## src/rtl/e1pm_pkg.sv

```systemverilog
`default_nettype none
package e1pm_pkg;
    // --------------------
    // device register map, parallel register port
    // --------------------
    localparam int ADDR_W = 6;
    localparam logic [5:0] OFS_CTRL = 6'h00;
    localparam logic [5:0] OFS_SLOT_SEL = 6'h01;
    localparam logic [5:0] OFS_BP_OFFSET = 6'h02;
    localparam logic [5:0] OFS_MASK0 = 6'h04;
    localparam logic [5:0] OFS_VECTOR = 6'h12;
    localparam logic [5:0] OFS_SLOT_ERR = 6'h18;
    localparam logic [5:0] OFS_ALARM_CRC = 6'h19;
    localparam logic [5:0] OFS_BAD_ALIGN = 6'h1A;
    localparam logic [5:0] OFS_VIOL_HIGH = 6'h1C;
    localparam logic [5:0] OFS_VIOL_LOW = 6'h1D;
    localparam logic [5:0] OFS_EBIT_ERR = 6'h1E;
    localparam logic [5:0] OFS_CRC_ERR = 6'h1F;
    localparam logic [5:0] OFS_TS_BASE = 6'h20;
    // control word fields
    localparam int CTRL_SUSPEND = 0;
    localparam int CTRL_TE = 1;
    localparam int CTRL_CODE_LSB = 2;
    localparam logic [7:0] CTRL_RESET = 8'h01;
    localparam logic [1:0] CODE_HDB3_BNRZ = 2'h0;
    localparam logic [7:0] TS_CTRL_RESET = 8'h00;
    // interrupt sources
    localparam int NUM_SRC = 30;
    localparam int SRC_VIOL_OVF = 5;
    localparam int SRC_CNT_OVF0 = 6;
    // --------------------
    // timing at 100 MHz
    // --------------------
    localparam int CLK_MHZ = 100;
    localparam int INTERVAL_MS = 1000;
    localparam int TIMER_HIGH_MS = 8;
    localparam int INTERVAL_CYC = INTERVAL_MS * 1000 * CLK_MHZ;
    localparam int TIMER_HIGH_CYC = TIMER_HIGH_MS * 1000 * CLK_MHZ;
    // --------------------
    // controller APB map
    // --------------------
    localparam logic [7:0] APB_CMD = 8'h00;
    localparam logic [7:0] APB_MASK = 8'h04;
    localparam logic [7:0] APB_STATUS = 8'h08;
    localparam logic [29:0] MASK_RESET = 30'h000000FF;
    localparam logic [3:0] CMD_RESET = 4'h0;
    localparam int NUM_STEPS = 46;
endpackage : e1pm_pkg
`default_nettype wire

```

## src/rtl/e1pm_if.sv

```systemverilog
`timescale 1ns/1ps
`default_nettype none
interface e1pm_if;
    logic req;
    logic wr;
    logic [5:0] addr;
    logic [7:0] wdata;
    logic [7:0] rdata;
    logic ack;
    logic irq_n;
    logic transmit_all_ones_in_n;
    modport device (input req, wr, addr, wdata, transmit_all_ones_in_n, output rdata, ack, irq_n);
    modport host (output req, wr, addr, wdata, transmit_all_ones_in_n, input rdata, ack, irq_n);
endinterface : e1pm_if
`default_nettype wire

```

## src/rtl/e1_status_bank.sv

```systemverilog
// What this block does
// - vector word clears after host read
// - vector holds code of latest interrupt
// - resets never touch the counters
// - counters take host-written start values
// - host writes violation low byte first
// - counts bit errors in selected timeslot
// - counts multiframes with alarm and zero E-bit
// - counts errored frame alignment words
// - sixteen-bit violation counter, high then low
// - E-bit error low byte readable
// - CRC error low byte readable
// - all-ones sent while transmit input low
// - interrupts suspended after reset
// - host zeroes every timeslot control word
// - E-bits forced by side select on loss
// - thirty individually maskable interrupt sources
// - backplane offset shifts output bit positions
// - line code defaults to HDB3 bipolar
// - request output only when suspend cleared
// - host zeroes used counters before enabling
// - one-second intervals, timer flag high 8 ms
//
// The APB interface to the registers was chosen for this implementation.
`timescale 1ns/1ps
`default_nettype none
module e1_status_bank
    import e1pm_pkg::*;
#(
    parameter int INTERVAL_CYCLES = INTERVAL_CYC,
    parameter int TIMER_HIGH_CYCLES = TIMER_HIGH_CYC
) (
    // clock and reset
    input wire logic CLK_I,
    input wire logic RESETN_I,
    // register port
    e1pm_if.device BUS,
    // receive line events
    input wire logic [4:0] SLOT_I,
    input wire logic BIT_ERROR_I,
    input wire logic MULTIFRAME_I,
    input wire logic RAI_I,
    input wire logic [1:0] EBIT_RX_I,
    input wire logic FAS_ERROR_I,
    input wire logic VIOLATION_I,
    input wire logic EBIT_ERROR_I,
    input wire logic CRC_ERROR_I,
    input wire logic CRC_SYNC_LOST_I,
    input wire logic [NUM_SRC-1:0] IRQ_EVENT_I,
    // transmit side
    input wire logic [1:0] EBIT_NORMAL_I,
    output logic [1:0] EBIT_TX_O,
    output logic TX_ALL_ONES_O,
    output logic [7:0] TX_SLOT_CTRL_O,
    output logic [1:0] LINE_CODE_O,
    output logic [4:0] BP_OFFSET_O,
    output logic INTERVAL_TIMER_O
);
    // --------------------
    // state
    // --------------------
    typedef struct packed {
        logic [7:0] ctrl;
        logic [4:0] slot_sel;
        logic [4:0] bp_offset;
        logic [31:0] mask;
        logic [7:0] vector;
        logic pending;
        logic [7:0] rdata;
        logic ack;
        logic [31:0] sec_cnt;
        logic [31:0] tmr_cnt;
        logic [7:0] ebit_out;
        logic [31:0][7:0] ts_ctrl;
    } state_t;

    state_t st;
    state_t next_st;

    logic access;
    logic wr_hit;
    logic rd_vector;
    logic [4:0] inc8;
    logic [4:0] load8;
    logic [4:0][7:0] cnt8;
    logic [4:0] ovf8;
    logic [15:0] viol_cnt;
    logic [15:0] viol_load_val;
    logic viol_load;
    logic viol_ovf;
    logic [NUM_SRC-1:0] src;
    logic [NUM_SRC-1:0] live;
    logic [7:0] code;
    logic [7:0] rd_mux;
    logic [5:0] cnt_ofs [5];

    assign access = BUS.req & ~st.ack;
    assign wr_hit = access & BUS.wr;
    assign rd_vector = access & ~BUS.wr & (BUS.addr == OFS_VECTOR);

    // --------------------
    // counters
    // --------------------
    assign cnt_ofs[0] = OFS_SLOT_ERR;
    assign cnt_ofs[1] = OFS_ALARM_CRC;
    assign cnt_ofs[2] = OFS_BAD_ALIGN;
    assign cnt_ofs[3] = OFS_EBIT_ERR;
    assign cnt_ofs[4] = OFS_CRC_ERR;
    assign inc8[0] = BIT_ERROR_I & (SLOT_I == st.slot_sel);
    assign inc8[1] = MULTIFRAME_I & RAI_I & (EBIT_RX_I != 2'h3);
    assign inc8[2] = FAS_ERROR_I;
    assign inc8[3] = EBIT_ERROR_I;
    assign inc8[4] = CRC_ERROR_I;

    genvar g;
    generate
        for (g = 0; g < 5; g++) begin : g_cnt
            assign load8[g] = wr_hit & (BUS.addr == cnt_ofs[g]);
            event_counter #(.W(8)) u_cnt (
                .clk_i(CLK_I),
                .load_i(load8[g]),
                .load_val_i(BUS.wdata),
                .inc_i(inc8[g]),
                .count_o(cnt8[g]),
                .ovf_o(ovf8[g])
            );
        end
    endgenerate

    // byte writes merge into the live 16-bit value
    assign viol_load = wr_hit & ((BUS.addr == OFS_VIOL_HIGH) | (BUS.addr == OFS_VIOL_LOW));
    assign viol_load_val = (BUS.addr == OFS_VIOL_HIGH) ? {BUS.wdata, viol_cnt[7:0]}
                                                       : {viol_cnt[15:8], BUS.wdata};

    event_counter #(.W(16)) u_viol (
        .clk_i(CLK_I),
        .load_i(viol_load),
        .load_val_i(viol_load_val),
        .inc_i(VIOLATION_I),
        .count_o(viol_cnt),
        .ovf_o(viol_ovf)
    );

    // --------------------
    // interrupt sources and vector code
    // --------------------
    always_comb begin
        src = IRQ_EVENT_I;
        src[SRC_VIOL_OVF] = IRQ_EVENT_I[SRC_VIOL_OVF] | viol_ovf;
        for (int i = 0; i < 5; i++) begin
            src[SRC_CNT_OVF0 + i] = IRQ_EVENT_I[SRC_CNT_OVF0 + i] | ovf8[i];
        end
        live = src & st.mask[NUM_SRC-1:0];
        code = 8'h00;
        for (int i = NUM_SRC - 1; i >= 0; i--) begin
            if (live[i]) begin
                code = 8'(i + 1);
            end
        end
    end

    // --------------------
    // read mux
    // --------------------
    always_comb begin
        rd_mux = 8'h00;
        if (BUS.addr >= OFS_TS_BASE) begin
            rd_mux = st.ts_ctrl[BUS.addr[4:0]];
        end else begin
            case (BUS.addr)
                OFS_CTRL: rd_mux = st.ctrl;
                OFS_SLOT_SEL: rd_mux = {3'h0, st.slot_sel};
                OFS_BP_OFFSET: rd_mux = {3'h0, st.bp_offset};
                6'h04: rd_mux = st.mask[7:0];
                6'h05: rd_mux = st.mask[15:8];
                6'h06: rd_mux = st.mask[23:16];
                6'h07: rd_mux = st.mask[31:24];
                OFS_VECTOR: rd_mux = st.vector;
                OFS_SLOT_ERR: rd_mux = cnt8[0];
                OFS_ALARM_CRC: rd_mux = cnt8[1];
                OFS_BAD_ALIGN: rd_mux = cnt8[2];
                OFS_VIOL_HIGH: rd_mux = viol_cnt[15:8];
                OFS_VIOL_LOW: rd_mux = viol_cnt[7:0];
                OFS_EBIT_ERR: rd_mux = cnt8[3];
                OFS_CRC_ERR: rd_mux = cnt8[4];
                default: rd_mux = 8'h00;
            endcase
        end
    end

    // --------------------
    // next state
    // --------------------
    always_comb begin
        next_st = st;
        next_st.ack = access;
        if (access) begin
            next_st.rdata = rd_mux;
        end
        if (wr_hit) begin
            if (BUS.addr >= OFS_TS_BASE) begin
                next_st.ts_ctrl[BUS.addr[4:0]] = BUS.wdata;
            end else begin
                case (BUS.addr)
                    OFS_CTRL: next_st.ctrl = BUS.wdata;
                    OFS_SLOT_SEL: next_st.slot_sel = BUS.wdata[4:0];
                    OFS_BP_OFFSET: next_st.bp_offset = BUS.wdata[4:0];
                    6'h04: next_st.mask[7:0] = BUS.wdata;
                    6'h05: next_st.mask[15:8] = BUS.wdata;
                    6'h06: next_st.mask[23:16] = BUS.wdata;
                    6'h07: next_st.mask[31:24] = {2'h0, BUS.wdata[5:0]};
                    default: next_st.ctrl = st.ctrl;
                endcase
            end
        end
        // read clears; a new event in the same cycle wins
        if (rd_vector) begin
            next_st.vector = 8'h00;
            next_st.pending = 1'b0;
        end
        if (code != 8'h00) begin
            next_st.vector = code;
            next_st.pending = 1'b1;
        end
        // one-second accumulation interval with 8 ms flag
        if (st.sec_cnt >= 32'(INTERVAL_CYCLES - 1)) begin
            next_st.sec_cnt = 32'h00000000;
            next_st.tmr_cnt = 32'(TIMER_HIGH_CYCLES);
        end else begin
            next_st.sec_cnt = st.sec_cnt + 32'h00000001;
            if (st.tmr_cnt != 32'h00000000) begin
                next_st.tmr_cnt = st.tmr_cnt - 32'h00000001;
            end
        end
        // E-bit level on loss of CRC-4 sync: TE side 0, NT side 1
        if (CRC_SYNC_LOST_I) begin
            next_st.ebit_out = {6'h00, {2{~st.ctrl[CTRL_TE]}}};
        end else begin
            next_st.ebit_out = {6'h00, EBIT_NORMAL_I};
        end
    end

    always_ff @(posedge CLK_I or negedge RESETN_I) begin
        if (!RESETN_I) begin
            st <= '0;
            st.ctrl <= CTRL_RESET;
            st.ts_ctrl <= {32{TS_CTRL_RESET}};
        end else begin
            st <= next_st;
        end
    end

    // --------------------
    // outputs
    // --------------------
    assign BUS.ack = st.ack;
    assign BUS.rdata = st.rdata;
    assign BUS.irq_n = ~(st.pending & ~st.ctrl[CTRL_SUSPEND]);
    assign TX_ALL_ONES_O = ~BUS.transmit_all_ones_in_n;
    assign TX_SLOT_CTRL_O = st.ts_ctrl[SLOT_I];
    assign LINE_CODE_O = st.ctrl[CTRL_CODE_LSB +: 2];
    assign BP_OFFSET_O = st.bp_offset;
    assign EBIT_TX_O = st.ebit_out[1:0];
    assign INTERVAL_TIMER_O = (st.tmr_cnt != 32'h00000000);
endmodule : e1_status_bank
`default_nettype wire

```

## src/rtl/event_counter.sv

```systemverilog
`timescale 1ns/1ps
`default_nettype none
module event_counter #(
    parameter int W = 8
) (
    // clock
    input wire logic clk_i,
    // control
    input wire logic load_i,
    input wire logic [W-1:0] load_val_i,
    input wire logic inc_i,
    // result
    output logic [W-1:0] count_o,
    output logic ovf_o
);
    logic [W-1:0] next_count;

    // no reset: contents survive every reset
    always_comb begin
        next_count = count_o;
        if (load_i) begin
            next_count = load_val_i;
        end else if (inc_i) begin
            next_count = count_o + 1'b1;
        end
    end

    assign ovf_o = inc_i & ~load_i & (&count_o);

    always_ff @(posedge clk_i) begin
        count_o <= next_count;
    end
endmodule : event_counter
`default_nettype wire

```

## src/flat_wrapper.sv

```systemverilog
// flat-port wrapper written by rule: the top's interface ports become plain ports
module e1_status_bank_flat import e1pm_pkg::*;
#(
    parameter int INTERVAL_CYCLES = INTERVAL_CYC,
    parameter int TIMER_HIGH_CYCLES = TIMER_HIGH_CYC
)
  (CLK_I, RESETN_I, SLOT_I, BIT_ERROR_I, MULTIFRAME_I, RAI_I, EBIT_RX_I, FAS_ERROR_I, VIOLATION_I, EBIT_ERROR_I, CRC_ERROR_I, CRC_SYNC_LOST_I, IRQ_EVENT_I, EBIT_NORMAL_I, EBIT_TX_O, TX_ALL_ONES_O, TX_SLOT_CTRL_O, LINE_CODE_O, BP_OFFSET_O, INTERVAL_TIMER_O, BUS_req, BUS_wr, BUS_addr, BUS_wdata, BUS_transmit_all_ones_in_n, BUS_rdata, BUS_ack, BUS_irq_n);
  e1pm_if BUS_i ();
  input wire logic CLK_I;
  input wire logic RESETN_I;
  input wire logic [4:0] SLOT_I;
  input wire logic BIT_ERROR_I;
  input wire logic MULTIFRAME_I;
  input wire logic RAI_I;
  input wire logic [1:0] EBIT_RX_I;
  input wire logic FAS_ERROR_I;
  input wire logic VIOLATION_I;
  input wire logic EBIT_ERROR_I;
  input wire logic CRC_ERROR_I;
  input wire logic CRC_SYNC_LOST_I;
  input wire logic [NUM_SRC-1:0] IRQ_EVENT_I;
  input wire logic [1:0] EBIT_NORMAL_I;
  output logic [1:0] EBIT_TX_O;
  output logic TX_ALL_ONES_O;
  output logic [7:0] TX_SLOT_CTRL_O;
  output logic [1:0] LINE_CODE_O;
  output logic [4:0] BP_OFFSET_O;
  output logic INTERVAL_TIMER_O;
  input wire logic [$bits(BUS_i.req)-1:0] BUS_req;
  input wire logic [$bits(BUS_i.wr)-1:0] BUS_wr;
  input wire logic [$bits(BUS_i.addr)-1:0] BUS_addr;
  input wire logic [$bits(BUS_i.wdata)-1:0] BUS_wdata;
  input wire logic [$bits(BUS_i.transmit_all_ones_in_n)-1:0] BUS_transmit_all_ones_in_n;
  output wire logic [$bits(BUS_i.rdata)-1:0] BUS_rdata;
  output wire logic [$bits(BUS_i.ack)-1:0] BUS_ack;
  output wire logic [$bits(BUS_i.irq_n)-1:0] BUS_irq_n;
  assign BUS_i.req = BUS_req;
  assign BUS_i.wr = BUS_wr;
  assign BUS_i.addr = BUS_addr;
  assign BUS_i.wdata = BUS_wdata;
  assign BUS_i.transmit_all_ones_in_n = BUS_transmit_all_ones_in_n;
  assign BUS_rdata = BUS_i.rdata;
  assign BUS_ack = BUS_i.ack;
  assign BUS_irq_n = BUS_i.irq_n;
  e1_status_bank #(.INTERVAL_CYCLES(INTERVAL_CYCLES), .TIMER_HIGH_CYCLES(TIMER_HIGH_CYCLES)) u_core (.CLK_I(CLK_I), .RESETN_I(RESETN_I), .BUS(BUS_i), .SLOT_I(SLOT_I), .BIT_ERROR_I(BIT_ERROR_I), .MULTIFRAME_I(MULTIFRAME_I), .RAI_I(RAI_I), .EBIT_RX_I(EBIT_RX_I), .FAS_ERROR_I(FAS_ERROR_I), .VIOLATION_I(VIOLATION_I), .EBIT_ERROR_I(EBIT_ERROR_I), .CRC_ERROR_I(CRC_ERROR_I), .CRC_SYNC_LOST_I(CRC_SYNC_LOST_I), .IRQ_EVENT_I(IRQ_EVENT_I), .EBIT_NORMAL_I(EBIT_NORMAL_I), .EBIT_TX_O(EBIT_TX_O), .TX_ALL_ONES_O(TX_ALL_ONES_O), .TX_SLOT_CTRL_O(TX_SLOT_CTRL_O), .LINE_CODE_O(LINE_CODE_O), .BP_OFFSET_O(BP_OFFSET_O), .INTERVAL_TIMER_O(INTERVAL_TIMER_O));
endmodule
```

## config.mk

```make
export PLATFORM = sky130hd
export DESIGN_NAME = e1_status_bank_flat
export DESIGN_NICKNAME = d
export VERILOG_FILES = /design/src/rtl/e1pm_pkg.sv /design/src/rtl/e1pm_if.sv /design/src/rtl/e1_status_bank.sv /design/src/rtl/event_counter.sv /design/src/flat_wrapper.sv
export SDC_FILE = /design/constraint.sdc
export NUM_CORES = 1
export LEC_CHECK = 0
export BUFFER_PORTS_ARGS = -buffer_cell sky130_fd_sc_hd__buf_4
export CELL_PAD_IN_SITES_DETAIL_PLACEMENT = 2
export CELL_PAD_IN_SITES_GLOBAL_PLACEMENT = 2
export CORE_MARGIN = 5
export CORE_UTILIZATION = 41
export CTS_BUF_LIST = sky130_fd_sc_hd__clkbuf_2 sky130_fd_sc_hd__clkbuf_4 sky130_fd_sc_hd__clkbuf_8
export CTS_CLUSTER_DIAMETER = 50
export DETAILED_ROUTE_END_ITERATION = 6
export PLACE_DENSITY_LB_ADDON = 0.1
export SYNTH_ARGS = -nofsm -noshare
export SYNTH_HDL_FRONTEND = slang
export SYNTH_HIERARCHICAL = 1
export SYNTH_SLANG_ARGS = --single-unit
export TNS_END_PERCENT = 10
```

## constraint.sdc

```tcl
create_clock -name CLK_I -period 6.1 [get_ports CLK_I]
set_input_delay 0.915 -clock CLK_I [delete_from_list [all_inputs] [get_ports CLK_I]]
set_output_delay 0.915 -clock CLK_I [all_outputs]
set_load 0.01 [all_outputs]
```

### After elaboration in Yosys (flattened, before gate mapping)

Index checks and enable logic that the tools add are counted.

| cells by class | value |
|---|---|
| add/sub/neg operators | 8 |
| multipliers | 0 |
| divide/modulo/power cells | 0 |
| magnitude comparators | 5 |
| equality and inequality tests | 18 |
| shifts and indexed selects | 0 |
| mux-type cells | 57 |
| bitwise logic cells | 47 |
| reduce and logical (&&, ||, !) cells | 28 |

Operator list:

| operator | count |
|---|---|
| 2-to-1 mux 8 bit | 43 |
| bitwise mux 256 bit | 1 |
| one-hot mux 8 bit (15 select lines) | 1 |
| binary-select mux 8 bit (select 5 bit) | 2 |
| 2-to-1 mux 64 bit | 1 |
| == test 6 x 5 -> 1 bit (second input constant) | 8 |
| 2-to-1 mux 16 bit | 3 |
| adder 8 x 1 -> 8 bit (second input constant) | 5 |
| demux 8 bit (select 5 bit) | 1 |
| AND reduction 8 bit | 5 |
| adder 32 x 1 -> 32 bit (second input constant) | 1 |
| greater-or-equal comparator 32 x 27 -> 1 bit (second input constant) | 1 |
| 2-to-1 mux 32 bit | 1 |
| nonzero test 32 bit | 1 |
| subtractor 32 x 1 -> 32 bit (second input constant) | 1 |
| bitwise AND 30 bit | 1 |
| bitwise AND 1 bit | 26 |
| == test 6 x 3 -> 1 bit (second input constant) | 4 |
| AND reduction 3 bit | 7 |
| 2-to-1 mux 9 bit | 2 |
| adder 16 x 1 -> 16 bit (second input constant) | 1 |
| AND reduction 16 bit | 1 |
| nonzero test 2 bit | 8 |
| NOT 1 bit | 13 |
| 15 further kinds | 25 |

| storage, ports and cells | value |
|---|---|
| bits in registers | 444 |
| latch bits | 0 |
| bits in writable memories | 0 |
| bits in read-only memories | 0 |
| bits of input ports | 66 |
| output and inout bits | 29 |
| word-level logic and storage cells | 216 |
| memories kept | 0 |

### Longest topological paths before layout

| depth | value |
|---|---|
| word-level depth | 41 |
| mapped depth | 15 |
| gate-level depth less buffers | 11 |

### Modules after synthesis

Netlist, hierarchy kept.

Modules (own cells, without submodules):

| module | times used | cells an instance | area an instance (um^2) | sequential area each (um^2) |
|---|---|---|---|---|
| e1_status_bank | 1 | 1,563 | 20,886.3 | 9,635.5 |
| event_counter (u_core.g_cnt[0].u_cnt ...) | 5 | 47 | 461.7 | 240.2 |
| event_counter (u_core.u_viol) | 1 | 95 | 991.0 | 480.5 |

### Worst setup path after synthesis

Ideal clock, no wire load.

| path | value |
|---|---|
| path kind | in2reg |
| from | input port BUS_addr[1] |
| to | register u_core/st[340] in the netlist's numbering |
| setup time | 0.066 ns |
| arrival time | 3.987 ns |
| data required time | 6.034 ns |
| setup slack | 2.047 ns |
| cell stages on the path | 13 |
| path buffers | 4 |
| cell sequence | clkbuf_1 clkbuf_1 and3_1 clkbuf_1 and2_1 clkbuf_1 nor4_1 o21ai_0 nand2_1 or3_1 o31ai_1 and4_1 a22o_1 |

| between the ends | value |
|---|---|
| longest elaborated chain between the ends | 20 |
| elaborated cells on any way between the ends | 55 |
| those cells by class | eq/ne: 8; mux: 12; bitwise: 33; reduce/logical: 2 |

RTL lines:

| item | line | source |
|---|---|---|
| start, declared | flat_wrapper.sv:31 | `input wire logic [$bits(BUS_i.addr)-1:0] BUS_addr;` |
| == test 6 x 5 -> 1 bit * | e1_status_bank.sv:118 | `assign load8[g] = wr_hit & (BUS.addr == cnt_ofs[g]);` |
| bitwise AND 1 bit * | e1_status_bank.sv:118 |  |
| via u_core.load8[4] | e1_status_bank.sv:84 | `logic [4:0] load8;` |
| NOT 1 bit * | event_counter.sv:28 | `assign ovf_o = inc_i & ~load_i & (&count_o);` |
| bitwise AND 1 bit * (2 in a row) | event_counter.sv:28 |  |
| via u_core.ovf8[4] | e1_status_bank.sv:86 | `logic [4:0] ovf8;` |
| OR 1 bit * | e1_status_bank.sv:151 | `src[SRC_CNT_OVF0 + i] = IRQ_EVENT_I[SRC_CNT_OVF0 + i] \| ovf8[i];` |
| bitwise AND 30 bit * | e1_status_bank.sv:153 | `live = src & st.mask[NUM_SRC-1:0];` |
| 2-to-1 mux 8 bit * (11 in a row) | e1_status_bank.sv:156 | `if (live[i]) begin` |
| nonzero test 8 bit | e1_status_bank.sv:221 | `if (code != 8'h00) begin` |
| 2-to-1 mux 9 bit / nonzero test 2 bit (equally long branches) | -- |  |
| end signal, assigned | e1_status_bank.sv:249 | `st <= next_st;` |
| end, declared | e1_status_bank.sv:77 | `state_t st;` |

Mark *: on every way through the listed nets, which the timed path passes. The rest lies on a longest branch.
A chain may end at the register's enable or synchronous reset.

### Worst setup path in the final report

| path | value |
|---|---|
| from | register u_core.st, in the netlist u_core/BUS.ack |
| to | register u_core/st[342] in the netlist's numbering |

| between the ends | value |
|---|---|
| elaborated cells on any way between the ends | 50 |
| those cells by class | mux: 12; bitwise: 36; reduce/logical: 2 |

RTL lines:

| item | line | source |
|---|---|---|
| NOT 1 bit * | e1_status_bank.sv:97 | `assign access = BUS.req & ~st.ack;` |
| bitwise AND 1 bit * | e1_status_bank.sv:97 |  |
| bitwise AND 1 bit * | e1_status_bank.sv:98 | `assign wr_hit = access & BUS.wr;` |
| bitwise AND 1 bit * | e1_status_bank.sv:118 |  |
| via u_core.load8[3] | e1_status_bank.sv:84 |  |
| NOT 1 bit * | event_counter.sv:28 |  |
| bitwise AND 1 bit * (2 in a row) | event_counter.sv:28 |  |
| via u_core.ovf8[3] | e1_status_bank.sv:86 |  |
| OR 1 bit * | e1_status_bank.sv:151 |  |
| bitwise AND 30 bit * | e1_status_bank.sv:153 |  |
| 2-to-1 mux 8 bit * (10 in a row) | e1_status_bank.sv:156 |  |
| nonzero test 8 bit | e1_status_bank.sv:221 |  |
| 2-to-1 mux 9 bit / nonzero test 2 bit (equally long branches) | -- |  |

Marks and branches as above.

==> results.ini <==
[run_status]
status = finished, final reports clean

[critical_path]
worst-path-max-fanout = 20
critPathRequiredTime_ns = 6.70
cp-endpoint = u_core/st[342]
start_kind = flop
r2r_cells = 11
setup.worst_path.class = flop to flop
rr_startpoint = u_core/BUS.ack
worstReg2RegEnd = u_core/st[342]
endpoint_kind = flop
critPathArrivalTime_ns = 5.40
reg2reg_slack_ns = 1.30
critPathLaunch = u_core/BUS.ack

[yosys]
async_flop_share = 0.8730
ys_ff_latch = 441
synth_area_um2 = 24190
synth_top_flop_cell = dfrtp_1
synthDistinctLibCells = 67
ys_seq_area_frac = 0.4679
yosysTopAreaCellShare = 0.3973
synth_cells = 1893
synth_common_cells = 384 x dfrtp_1, 321 x mux2_2, 160 x mux4_2
yosysWarnings = 6
synth_edf_count = 56
syn_area_per_cell_um2 = 12.78
synth_most_common_cell = dfrtp_1
synth_area_leader_cell = dfrtp_1
ys_top_cells_by_area = dfrtp_1 40%, mux2_2 15%, mux4_2 15%

[sta]
finalSetupTns_ns = 0
drv_slew = 0
setup_violations = 0
post-route-period-util = 0.7873
worst_pin_slew_ns = 1.361
timing.hold.ws_ns = 0.1329
skew_ns = 0.03255
finalCriticalPeriod_ns = 4.803
fmax_ghz = 0.2082
maxSlewHeadroom = 0.08962
hold_viol = 0
rsz0062_at_grt = no

[drt]
first_iter_violations = 1218
ant_nets = 0
viasPerCell = 6.090
routed_wl_mm = 79.68
dr.pass1.iters = 5
vias = 17040
drcViolationCount = 0
wire_per_inst_um = 28.48

[floorplan]
die-area_um2 = 63950
initial_core_util = 0.4121
io_pins = 95
rows = 89
core_area_um2 = 58690
die_h_um = 252.9
die_x_um = 252.9

[final_layout]
layout.nets = 2030
drive_gt1_frac = 0.3839
syn_to_final_growth_pct = 13.32
fill_cells = 5716

[power_and_ir_drop]
power_density_nw_per_um2 = 277.7
leakagePower_nw = 11.78
ir_drop_mv = 0.1654

[place]
dp_hpwl_mm = 52.51
port_buffers = 94
place_congestion = 0.8699

[grt]
grt_overflow_total = 0
grt_first_pass_wirelength_mm = 121.6
grt_pass1_vias = 18860
track_usage = 0.2481
antenna_found_initial = 3
grt_max_degree = 159

[clock_network]
clockBufferDepth = 3
cts-root-buf = clkbuf_8
cts_hold_buf = 0
cts_buffers = 87
path_clk_slew_ns = 0.06
cts_tree = built
htree_num_levels = 3
clock_sinks = 441
cts_resized = 0
cts_setup_buffers = 0
clk_latency_ns = 0.68

[flow_run]
drv_cap = 0

[hold_path]
hold_path_class = primary input to asynchronous set/reset pin

kinds of logic (layout without fill, tap and decap cells):
group	count (synthesis)	count (layout)	synth area share
muxes	505	505	0.3092
and+or+nand+nor	503	503	0.1079
DFF	441	441	0.4679
AOI/OAI and AO/OA	195	195	0.05215
buffers and inverters	159	286	0.02923
xor gates and xnor gates	81	81	0.02933
adders and majority gates	8	8	0.004139
other	1	6	0.0001551
worst min-delay path by stage:
stage / endpoint / slack, ns / depth (start not counted)
floorplan: u_core/st[341] / 0.46 / 1
global placement: u_core/st[208] / 0.48 / 1
detailed placement: u_core/st[395] / 0.50 / 1
CTS: u_core/st[374] / 0.08 / 1
global route: u_core/st[374] / 0.11 / 1
finish: u_core/st[264] / 0.13 / 1
power breakdown:
group	total (W)	switching [W]	internal, W
registers	0.00338	0.000205	0.00317
clock network	0.00339	0.00137	0.00202
logic	0.000840	0.000439	0.000401
critical path, stage by stage (launching register included):
cell      delay, ns
dfrtp_1        0.40
nand2b_1       0.44
inv_2          0.38
and2_1         0.61
and2_1         0.69
nor4_1         0.17
o21ai_0        0.43
nand2_1        0.19
or3_1          0.42
o31ai_1        0.48
and4_1         0.33
a22o_1         0.15
cell usage in the layout (no fill, tap or decap), types with 6 or more instances in the layout:
cell type   count
dfrtp_1       384
mux2_2        321
mux4_2        160
nand2_1       143
buf_4         109
clkbuf_8      107
nor2_1        105
nand3_1        64
o21ai_0        59
edfxtp_1       56
a22oi_1        51
xor2_1         48
xnor2_1        33
clkbuf_4       29
nand4_1        28
nor2b_1        25
a21oi_1        22
and2_1         21
nor3_1         18
or4_1          17
inv_1          15
mux2_1         15
o21ai_1        15
nor4_1         13
nand2b_1       10
mux2i_1         9
and3_1          8
ha_1            8
and4_1          7
or2_2           7
a22o_1          7
clkinvlp_4      6
clkinv_2        6
bufinv_16       6
nand3b_1        6
a32oi_1         6
metrics by stage:
stage                     std cells  setup slack (ns)  utilization  area (um2)  power (W)
final                          2798             1.297       0.4670       27410   0.007610
after global routing           2798             1.106       0.4670       27410   0.007941
after CTS                      2797             1.451       0.4670       27400   0.007717
after detailed placement       2640            0.9818       0.4334       25430   0.004266
after global placement         2640             1.146       0.4334       25430   0.004216
after floorplan                1897             2.047            -       24200   0.003879
final cells by class:
cell class,count,area [um2],area share
repair buffers,113,893.4,0.03260
multi-input cells,1297,12190,0.4449
diodes,1,2.502,0.00009131
clock buffers,136,1690,0.06168
flip-flops and latches,441,11320,0.4129
inverters,16,60.06,0.002191
well taps,773,967.2,0.03529
clock inverters,21,281.5,0.01027
routing by layer:
layer  wire length, um  part of all wire  track usage
met5                 7          0.000088            0
met4              1799             0.023      0.06972
met3              3806             0.048      0.04108
met2             38660              0.49       0.4066
met1             35400              0.44       0.3448
sequential cells by signal, indices dropped and copies added (netlist names):
| register | cells |
|---|---|
| u_core/BP_OFFSET_O | 5 |
| u_core/LINE_CODE_O | 2 |
| u_core/g_cnt.u_cnt/count_o | 40 |
| u_core/BUS.rdata | 8 |
| u_core/BUS.ack | 1 |
| u_core/st | 367 |
| u_core/u_viol/count_o | 16 |
| u_core/EBIT_TX_O | 2 |
No activity file was read; power rests on OpenSTA's default activity.
